[src/verilog/ptif_regs.svh]
// register offsets, field positions and reset values of the cause block
`ifndef PTIF_REGS_SVH
`define PTIF_REGS_SVH
`define PTIF_ENABLES_OFS   16'h540a
`define PTIF_FLAGS_OFS     16'h540c
`define PTIF_CMP_A_BIT     0
`define PTIF_CMP_B_BIT     1
`define PTIF_CAP_A_BIT     2
`define PTIF_CAP_B_BIT     3
`define PTIF_CAP_A_OVR_BIT 4
`define PTIF_CAP_B_OVR_BIT 5
`define PTIF_NUM_CAUSES    6
`define PTIF_FLAGS_RST     6'h00
`define PTIF_ENABLES_RST   6'h00
`endif

[src/verilog/ptif_pkg.sv]
// types shared by the cause block
`default_nettype none
package ptif_pkg;
	typedef logic [5:0]  ptif_cause_t;
	typedef logic [15:0] ptif_word_t;
endpackage
`default_nettype wire

[src/verilog/ptif_irq_flags.sv]
// sticky cause flags, enables and request output of one timer channel
// Functional notes
// - Overrun causes of capture B and A request only while enable bits 5 and 4 are 1.
// - Capture B and A causes request only while enable bits 3 and 2 are 1.
// - Compare B and A causes request only while enable bits 1 and 0 are 1.
// - All six enable bits read 0 after reset.
// - The capture B overrun flag, bit 5, is set when capture B is overwritten.
// - The capture A overrun flag, bit 4, is set when capture A is overwritten.
// - The capture B flag, bit 3, is set on each load of capture B.
// - The capture A flag, bit 2, is set on each load of capture A.
// - The compare B flag, bit 1, is set when the counter reaches compare B.
// - The compare A flag, bit 0, is set when the counter reaches compare A.
// - Writing 1 to a flag clears it unless its event arrives in the same cycle, and writing 0 leaves it unchanged.
// - All six flags read 0 after reset.
// - A capture on the selected trigger edge raises the capture cause.
// - A compare B match raises its cause in the cycle the counter restarts.
`include "ptif_regs.svh"
`default_nettype none

module ptif_irq_flags
(
	input  wire logic        clk_i,
	input  wire logic        sys_rst_i,
	input  wire logic [15:0] addr_i,
	input  wire logic [15:0] wdata_i,
	input  wire logic        wr_i,
	input  wire logic        rd_i,
	output var  logic [15:0] rdata_o,
	input  wire logic        cmp_a_match_i,
	input  wire logic        cmp_b_match_i,
	input  wire logic        cap_a_load_i,
	input  wire logic        cap_b_load_i,
	output var  logic        irq_o
);

////////////////////////////////////////////////////////////////////////////////
// state registers and their next values

	ptif_pkg::ptif_cause_t flags_r;
	ptif_pkg::ptif_cause_t flags_nxt;
	ptif_pkg::ptif_cause_t enables_r;
	ptif_pkg::ptif_cause_t enables_nxt;
	logic                  cap_a_full_r;
	logic                  cap_a_full_nxt;
	logic                  cap_b_full_r;
	logic                  cap_b_full_nxt;
	ptif_pkg::ptif_word_t  rdata_nxt;
	logic                  irq_nxt;

////////////////////////////////////////////////////////////////////////////////
// decoded bus strobes and event vectors

	logic                  flags_wr;
	logic                  flags_rd;
	logic                  enables_wr;
	logic                  enables_rd;
	ptif_pkg::ptif_cause_t clear_v;
	ptif_pkg::ptif_cause_t set_v;
	ptif_pkg::ptif_cause_t pending_v;

////////////////////////////////////////////////////////////////////////////////
// helper functions

	// address match of one register
	function automatic logic hit
	(
		input logic [15:0] a,
		input logic [15:0] ofs
	);
		hit = (a == ofs);
	endfunction

	// one sticky bit: a new event wins over a clear
	function automatic logic sticky
	(
		input logic old_b,
		input logic clr_b,
		input logic new_b
	);
		sticky = (old_b & ~clr_b) | new_b;
	endfunction

	// cause vector widened to the bus word
	function automatic ptif_pkg::ptif_word_t widen
	(
		input ptif_pkg::ptif_cause_t v
	);
		widen = {10'h000, v};
	endfunction

	// one cause passed on only while enabled
	function automatic logic gate
	(
		input logic f,
		input logic e
	);
		gate = f & e;
	endfunction

////////////////////////////////////////////////////////////////////////////////
// register address decode

	always_comb
	begin
		flags_wr   = wr_i && hit(addr_i, `PTIF_FLAGS_OFS);
		flags_rd   = rd_i && hit(addr_i, `PTIF_FLAGS_OFS);
		enables_wr = wr_i && hit(addr_i, `PTIF_ENABLES_OFS);
		enables_rd = rd_i && hit(addr_i, `PTIF_ENABLES_OFS);
	end

////////////////////////////////////////////////////////////////////////////////
// event and clear vectors

	always_comb
	begin
		set_v = '0;
		set_v[`PTIF_CMP_A_BIT] = cmp_a_match_i;
		set_v[`PTIF_CMP_B_BIT] = cmp_b_match_i;
		set_v[`PTIF_CAP_A_BIT] = cap_a_load_i;
		set_v[`PTIF_CAP_B_BIT] = cap_b_load_i;
		// overwrite: a new load while the previous capture flag is still set
		set_v[`PTIF_CAP_A_OVR_BIT] =
			cap_a_load_i & cap_a_full_r;
		set_v[`PTIF_CAP_B_OVR_BIT] =
			cap_b_load_i & cap_b_full_r;
		clear_v = '0;
		if (flags_wr)
		begin
			clear_v = wdata_i[5:0];
		end
	end

////////////////////////////////////////////////////////////////////////////////
// cause flags

	always_comb
	begin
		flags_nxt = flags_r;
		flags_nxt[`PTIF_CMP_A_BIT] = sticky(
			flags_r[`PTIF_CMP_A_BIT],
			clear_v[`PTIF_CMP_A_BIT],
			set_v[`PTIF_CMP_A_BIT]);

		flags_nxt[`PTIF_CMP_B_BIT] = sticky(
			flags_r[`PTIF_CMP_B_BIT],
			clear_v[`PTIF_CMP_B_BIT],
			set_v[`PTIF_CMP_B_BIT]);

		flags_nxt[`PTIF_CAP_A_BIT] = sticky(
			flags_r[`PTIF_CAP_A_BIT],
			clear_v[`PTIF_CAP_A_BIT],
			set_v[`PTIF_CAP_A_BIT]);

		flags_nxt[`PTIF_CAP_B_BIT] = sticky(
			flags_r[`PTIF_CAP_B_BIT],
			clear_v[`PTIF_CAP_B_BIT],
			set_v[`PTIF_CAP_B_BIT]);

		flags_nxt[`PTIF_CAP_A_OVR_BIT] = sticky(
			flags_r[`PTIF_CAP_A_OVR_BIT],
			clear_v[`PTIF_CAP_A_OVR_BIT],
			set_v[`PTIF_CAP_A_OVR_BIT]);

		flags_nxt[`PTIF_CAP_B_OVR_BIT] = sticky(
			flags_r[`PTIF_CAP_B_OVR_BIT],
			clear_v[`PTIF_CAP_B_OVR_BIT],
			set_v[`PTIF_CAP_B_OVR_BIT]);
	end

	always_ff @(posedge clk_i)
	begin
		if (sys_rst_i)
		begin
			flags_r <= `PTIF_FLAGS_RST;
		end
		else
		begin
			flags_r <= flags_nxt;
		end
	end

////////////////////////////////////////////////////////////////////////////////
// interrupt enables

	always_comb
	begin
		enables_nxt = enables_r;
		if (enables_wr)
		begin
			enables_nxt = wdata_i[5:0];
		end
	end

	always_ff @(posedge clk_i)
	begin
		if (sys_rst_i)
		begin
			enables_r <= `PTIF_ENABLES_RST;
		end
		else
		begin
			enables_r <= enables_nxt;
		end
	end

////////////////////////////////////////////////////////////////////////////////
// capture held until its flag is cleared by software

	always_comb
	begin
		cap_a_full_nxt = flags_nxt[`PTIF_CAP_A_BIT];
		cap_b_full_nxt = flags_nxt[`PTIF_CAP_B_BIT];
	end

	always_ff @(posedge clk_i)
	begin
		if (sys_rst_i)
		begin
			cap_a_full_r <= 1'b0;
			cap_b_full_r <= 1'b0;
		end
		else
		begin
			cap_a_full_r <= cap_a_full_nxt;
			cap_b_full_r <= cap_b_full_nxt;
		end
	end

////////////////////////////////////////////////////////////////////////////////
// read data, standing for the one cycle after the strobe

	always_comb
	begin
		rdata_nxt = '0;
		if (flags_rd)
		begin
			rdata_nxt = widen(flags_r);
		end
		else if (enables_rd)
		begin
			rdata_nxt = widen(enables_r);
		end
	end

	always_ff @(posedge clk_i)
	begin
		if (sys_rst_i)
		begin
			rdata_o <= 16'h0000;
		end
		else
		begin
			rdata_o <= rdata_nxt;
		end
	end

////////////////////////////////////////////////////////////////////////////////
// request to the interrupt controller

	always_comb
	begin
		pending_v = '0;
		// next-state values: the request rises with its flag
		pending_v[`PTIF_CMP_A_BIT] = gate(
			flags_nxt[`PTIF_CMP_A_BIT],
			enables_nxt[`PTIF_CMP_A_BIT]);
		pending_v[`PTIF_CMP_B_BIT] = gate(
			flags_nxt[`PTIF_CMP_B_BIT],
			enables_nxt[`PTIF_CMP_B_BIT]);
		pending_v[`PTIF_CAP_A_BIT] = gate(
			flags_nxt[`PTIF_CAP_A_BIT],
			enables_nxt[`PTIF_CAP_A_BIT]);
		pending_v[`PTIF_CAP_B_BIT] = gate(
			flags_nxt[`PTIF_CAP_B_BIT],
			enables_nxt[`PTIF_CAP_B_BIT]);
		pending_v[`PTIF_CAP_A_OVR_BIT] = gate(
			flags_nxt[`PTIF_CAP_A_OVR_BIT],
			enables_nxt[`PTIF_CAP_A_OVR_BIT]);
		pending_v[`PTIF_CAP_B_OVR_BIT] = gate(
			flags_nxt[`PTIF_CAP_B_OVR_BIT],
			enables_nxt[`PTIF_CAP_B_OVR_BIT]);
		irq_nxt = |pending_v;
	end

	always_ff @(posedge clk_i)
	begin
		if (sys_rst_i)
		begin
			irq_o <= 1'b0;
		end
		else
		begin
			irq_o <= irq_nxt;
		end
	end

endmodule // ptif_irq_flags
`default_nettype wire

[config.mk]
export PLATFORM = sky130hd
export DESIGN_NAME = ptif_irq_flags
export DESIGN_NICKNAME = d
export VERILOG_FILES = /design/src/verilog/ptif_pkg.sv /design/src/verilog/ptif_irq_flags.sv
export VERILOG_INCLUDE_DIRS = /design/src /design/src/verilog
export SDC_FILE = /design/constraint.sdc
export NUM_CORES = 1
export LEC_CHECK = 0
export ABC_AREA = 1
export ABC_CLOCK_PERIOD_IN_PS = 2800
export CAP_MARGIN = 20
export CORE_MARGIN = 3
export CORE_UTILIZATION = 51
export CTS_CLUSTER_DIAMETER = 200
export DETAILED_ROUTE_END_ITERATION = 10
export DONT_BUFFER_PORTS = 1
export HOLD_SLACK_MARGIN = 0.02
export PLACE_DENSITY = 0.68
export RECOVER_POWER = 100
export SYNTH_ARGS = -nofsm -noshare
export SYNTH_HDL_FRONTEND = slang
export SYNTH_SLANG_ARGS = --single-unit
export TNS_END_PERCENT = 5
[constraint.sdc]
create_clock -name clk_i -period 2.8 [get_ports clk_i]
set_input_delay 0.42 -clock clk_i [delete_from_list [all_inputs] [get_ports clk_i]]
set_output_delay 0.42 -clock clk_i [all_outputs]
set_load 0.02 [all_outputs]
=== Word level (Yosys, flattened, before mapping) ===
Index checks and enable logic that the tools add are counted.

* Equality and inequality tests: 2
* Mux-type cells: 4
* Bitwise operators: 26
* Reduce and logical (&&, ||, !) cells: 6

{| class="wikitable"
|+ Operators with widths
! operator !! number
|-
| $eq A16 B15 Y1 const B || 2
|-
| $mux W6 || 4
|-
| $and A1 B1 Y1 || 14
|-
| $not A1 Y1 || 6
|-
| $or A1 B1 Y1 || 6
|-
| $reduce_or A6 Y1 || 1
|-
| $logic_and A1 B1 Y1 || 4
|-
| $reduce_or A2 Y1 || 1
|}

* Register bits: 31
* Input port bits: 40
* Output and inout bits: 17
* Logic and storage cells: 45

=== Longest topological paths before layout ===
* Word-level depth: 8
* Gate-level depth with buffers: 13
* Gate-level depth less buffers: 12

=== Worst setup path before layout ===
Ideal clock, no wire load.

* Kind: input -> register
* Start: input port addr_i[8]
* End: register irq_o
* Setup time: 132 ps
* Data arrival time: 1,382 ps
* Data required time: 2,668 ps
* Path slack: 1,286 ps
* Stages: 11
* Buffers on the path: 1
* Cells stage by stage: nor2_1 -> nand2_1 -> nor2_4 -> nand3_2 -> buf_6 -> nor2_2 -> nor2_2 -> nand2_1 -> nand2_1 -> nor2_1 -> a21oi_1

* Word-level cells in the longest chain between the ends: 8
* Elaborated cells between the ends (all ways): 31
* Those cells by class: 2 x eq/ne; 2 x mux; 24 x bitwise; 3 x reduce/logical

{| class="wikitable"
|+ RTL lines
! item !! RTL line !! source
|-
| start, declared || ptif_irq_flags.sv:24 || <nowiki>input wire logic [15:0] addr_i,</nowiki>
|-
| $eq A16 B15 Y1 || ptif_irq_flags.sv:70 || <nowiki>hit = (a == ofs);</nowiki>
|-
| $logic_and A1 B1 Y1 || ptif_irq_flags.sv:105 || <nowiki>flags_wr = wr_i && hit(addr_i, `PTIF_FLAGS_OFS);</nowiki>
|-
| $mux W6 || ptif_irq_flags.sv:127 || <nowiki>if (flags_wr)</nowiki>
|-
| $not A1 Y1 || ptif_irq_flags.sv:80 || <nowiki>sticky = (old_b & ~clr_b) | new_b;</nowiki>
|-
| $and A1 B1 Y1 || ptif_irq_flags.sv:80 ||
|-
| $or A1 B1 Y1 || ptif_irq_flags.sv:80 ||
|-
| $and A1 B1 Y1 || ptif_irq_flags.sv:97 || <nowiki>gate = f & e;</nowiki>
|-
| $reduce_or A6 Y1 (*) || ptif_irq_flags.sv:282 || <nowiki>irq_nxt = |pending_v;</nowiki>
|-
| end signal, assigned || ptif_irq_flags.sv:293 || <nowiki>irq_o <= irq_nxt;</nowiki>
|-
| end, declared || ptif_irq_flags.sv:33 || <nowiki>output var logic irq_o</nowiki>
|}

Every way passes the cells marked *; elsewhere a longest branch is shown, timed or not.
A chain may end at the register's enable or synchronous reset.

=== Final worst setup path ===
* Start: input port addr_i[7]
* End: register rdata_o[1]

* Word-level cells in the longest chain between the ends: 4
* Elaborated cells between the ends (all ways): 6
* Those cells by class: 2 x eq/ne; 2 x mux; 2 x reduce/logical

{| class="wikitable"
|+ RTL lines
! item !! RTL line !! source
|-
| $eq A16 B15 Y1 || ptif_irq_flags.sv:70 ||
|-
| $logic_and A1 B1 Y1 || ptif_irq_flags.sv:108 || <nowiki>enables_rd = rd_i && hit(addr_i, `PTIF_ENABLES_OFS);</nowiki>
|-
| $mux W6 || ptif_irq_flags.sv:239 || <nowiki>else if (enables_rd)</nowiki>
|-
| $mux W6 (*) || ptif_irq_flags.sv:235 || <nowiki>if (flags_rd)</nowiki>
|-
| end signal, assigned || ptif_irq_flags.sv:253 || <nowiki>rdata_o <= rdata_nxt;</nowiki>
|-
| end, declared || ptif_irq_flags.sv:28 || <nowiki>output var logic [15:0] rdata_o,</nowiki>
|}

Marks and branches as above.

==> impl_metrics.py <==
metrics = {
    "drt": {
        "ant_nets": 0,
        "drtIter0Drc": 20,
        "postRouteWirelength_um": 2020,
        "routedWlPerCell_um": 12.0,
        "drtPass1Iterations": 4,
        "drc": 0,
        "viasPerCell": 4.98,
        "vias": 841,
    },
    "cells_and_area": {
        "final_core_util_pct": 54.8,
        "diodes": 0,
        "drive_gt1_share_pct": 8.33,
        "area_growth_pct": -2.71,
        "nets": 185,
    },
    "min_path": {
        "hold_path.class": "input port to register",
    },
    "logic_synthesis": {
        "yosys_warnings": 0,
        "syn-cell-area_mm2": 0.00101,
        "ys_top_cells_by_area": "dfxtp_1 (37%), nand2_1 (12%), buf_4 (7.4%)",
        "synth-async-reset-ratio_pct": 0,
        "synth_edf_count": 0,
        "yosysSeqAreaShare_pct": 37.5,
        "yosysUniqueCellTypes": 21,
        "synthCells": 145,
        "yosysTopAreaCell": "dfxtp_1",
        "synthTopCellsByCount": "nand2_1 (33), inv_1 (20), nor2_1 (20)",
        "synthMostInstantiatedCell": "nand2_1",
        "synth_seq_cells": 19,
        "synthFlopType": "dfxtp_1",
        "synth_area_per_cell_um2": 7.00,
        "yosysTopAreaCellShare_pct": 37.5,
    },
    "worst_setup_path": {
        "regToRegSetupSlack_ns": 1.82,
        "crit_top_cell": "nor2_1",
        "crit_path_start_kind": "input port",
        "crit_required_ns": 3.05,
        "crit_arrival_ns": 1.95,
        "crit_type": "input port to register",
        "path_buf_inv": 0,
        "cp_top_family": "simple AND/OR/NAND/NOR gates",
        "max_stage_delay_ns": 0.44,
        "path_cells": "nor2_1 > nand2_1 > nor2_1 > nand2_1 > nor2_1 > a32oi_1 > nor2_1",
        "crit_fanout": 7,
        "cp_slowest_cell": "nor2_1",
        "endpoint_kind": "register",
    },
    "clocking": {
        "clock_path_buffers": 2,
        "cts.reportedPaths.clkPinSlew_ns": 0.11,
        "numCtsBuffers": 3,
        "clk-insertion-delay-late_ns": 0.30,
        "post_cts_buffers": 0,
        "cts-root-buf": "clkbuf_4",
        "htreeDepth": 1,
        "cts.hold.buffers_added": 0,
        "cts_tree": "yes",
        "cts_resized": 0,
        "numClockSinks": 19,
    },
    "power_and_ir_drop": {
        "p_sw_share_pct": 25.3,
        "intPower_uw": 338,
        "irDropWorstVdd_mv": 0.334,
        "p_per_area_mw_per_mm2": 459,
        "p_leak_nw": 0.444,
        "switchingPower_uw": 115,
        "clockPowerShare_pct": 31.0,
        "pwr-share-comb_pct": 7.3,
        "sequentialPowerShare_pct": 61.8,
    },
    "placed_design": {
        "dpl.hpwl_um": 1500,
        "port_buffers": 0,
        "gp_congestion": 0.875,
    },
    "die": {
        "dieArea_mm2": 0.00256,
        "core_mm2": 0.00180,
        "die_h_um": 50.6,
        "die_x_um": 50.6,
        "rows": 15,
        "initial_core_util_pct": 56.3,
        "ioPinCount": 57,
    },
    "sta": {
        "setup_violations": 0,
        "fin_skew_ns": 0.00507,
        "fmax_mhz": 588,
        "tightestPinTransition_ns": 0.531,
        "period_share_pct": 60.7,
        "fin_setup_tns_ns": 0,
        "period_minus_slack_ns": 1.70,
        "rsz0062_at_grt": "false",
        "max_slew_margin_pct": 64.4,
        "hold_viol": 0,
        "slew_viol_final": 0,
    },
    "job": {
        "cap_violations": 0,
    },
    "global_routing": {
        "grt_pass1_wl_um": 3320,
        "grt-ovfl-total": 0,
        "grt_pass1_vias": 793,
        "grt_max_degree": 20,
        "antenna_found_initial": 0,
        "track_usage_pct": 16.9,
    },
    "status": {
        "status": "finished, final reports clean",
    },
}
[layout by cell type (no fill, tap or decap), drive strengths merged]
cell and instances:
nand2 34, nor2 26, inv 21, dfxtp 19, conb 10, a21oi 7, a32oi 6, nand4 6
o21ai 5, nand3 4, clkbuf 3, nor3 2, clkinv 1
[cell families (layout without fill, tap and decap cells)]
kind of cell    Yosys count  after routing  synth area share, %
flops                    19             19                 37.5
other cells               1             10                0.370
compound gates           18             18                 12.2
buf+inv                  35             25                 17.4
simple gates             72             72                 32.6
[final timing paths]
kind,endpoint,cells past startpoint,start
hold / removal,flags_r[0],1,sys_rst_i
setup / recovery,rdata_o[1],7,addr_i[7]
hold reg to reg,flags_r[0],2,flags_r[0]
setup reg to reg,irq_o,6,flags_r[2]
[stage by stage]
| step | hold slack (ns) | total power, mW | std cells | instance area (um^2) | worst slack, ns |
|---|---|---|---|---|---|
| final | 0.168 | 0.453 | 169 | 987 | 1.10 |
| after global routing | 0.149 | 0.474 | 169 | 987 | 0.899 |
| after global placement | 0.467 | 0.318 | 165 | 982 | 1.03 |
| after detailed placement | 0.477 | 0.319 | 165 | 982 | 1.00 |
| after CTS | 0.164 | 0.458 | 169 | 1010 | 1.30 |
| after floorplan | 0.443 | 0.331 | 154 | 1050 | 1.29 |
[power groups by stage]
stage / clock [mW] / combinational [mW] / sequential [mW]
5_1_grt: 0.155 / 0.0376 / 0.281
3_3_place_gp: 0 / 0.0326 / 0.286
3_5_place_dp: 0 / 0.0334 / 0.286
2_1_floorplan: 0 / 0.0466 / 0.285
6_report: 0.140 / 0.0329 / 0.280
4_1_cts: 0.145 / 0.0335 / 0.280
[registers in the layout, summed over array words and instances, names as in the netlist]
signal	count
enables_r	6
flags_r	6
rdata_o	6
irq_o	1
[cell type report]
type                            count  area [um^2]
Clock buffer                        3         22.5
Inverter                           21         78.8
Sequential cell                    19          380
Tap cell                           25         31.3
Fill cell                         192          815
Clock inverter                      1         5.00
Multi-Input combinational cell    100          469
[routing by layer]
metal / wire, um / track usage [%] / share of wire [%] / vias up
met3: 221 / 7.12 / 11 / 0
met1: 841 / 21.1 / 42 / 369
met2: 958 / 27.6 / 47 / 36
li1: - / - / - / 436
met5: 0 / 0 / 0 / -
met4: 0 / 2.69 / 0 / 0
No activity file was read; power rests on OpenSTA's default activity.
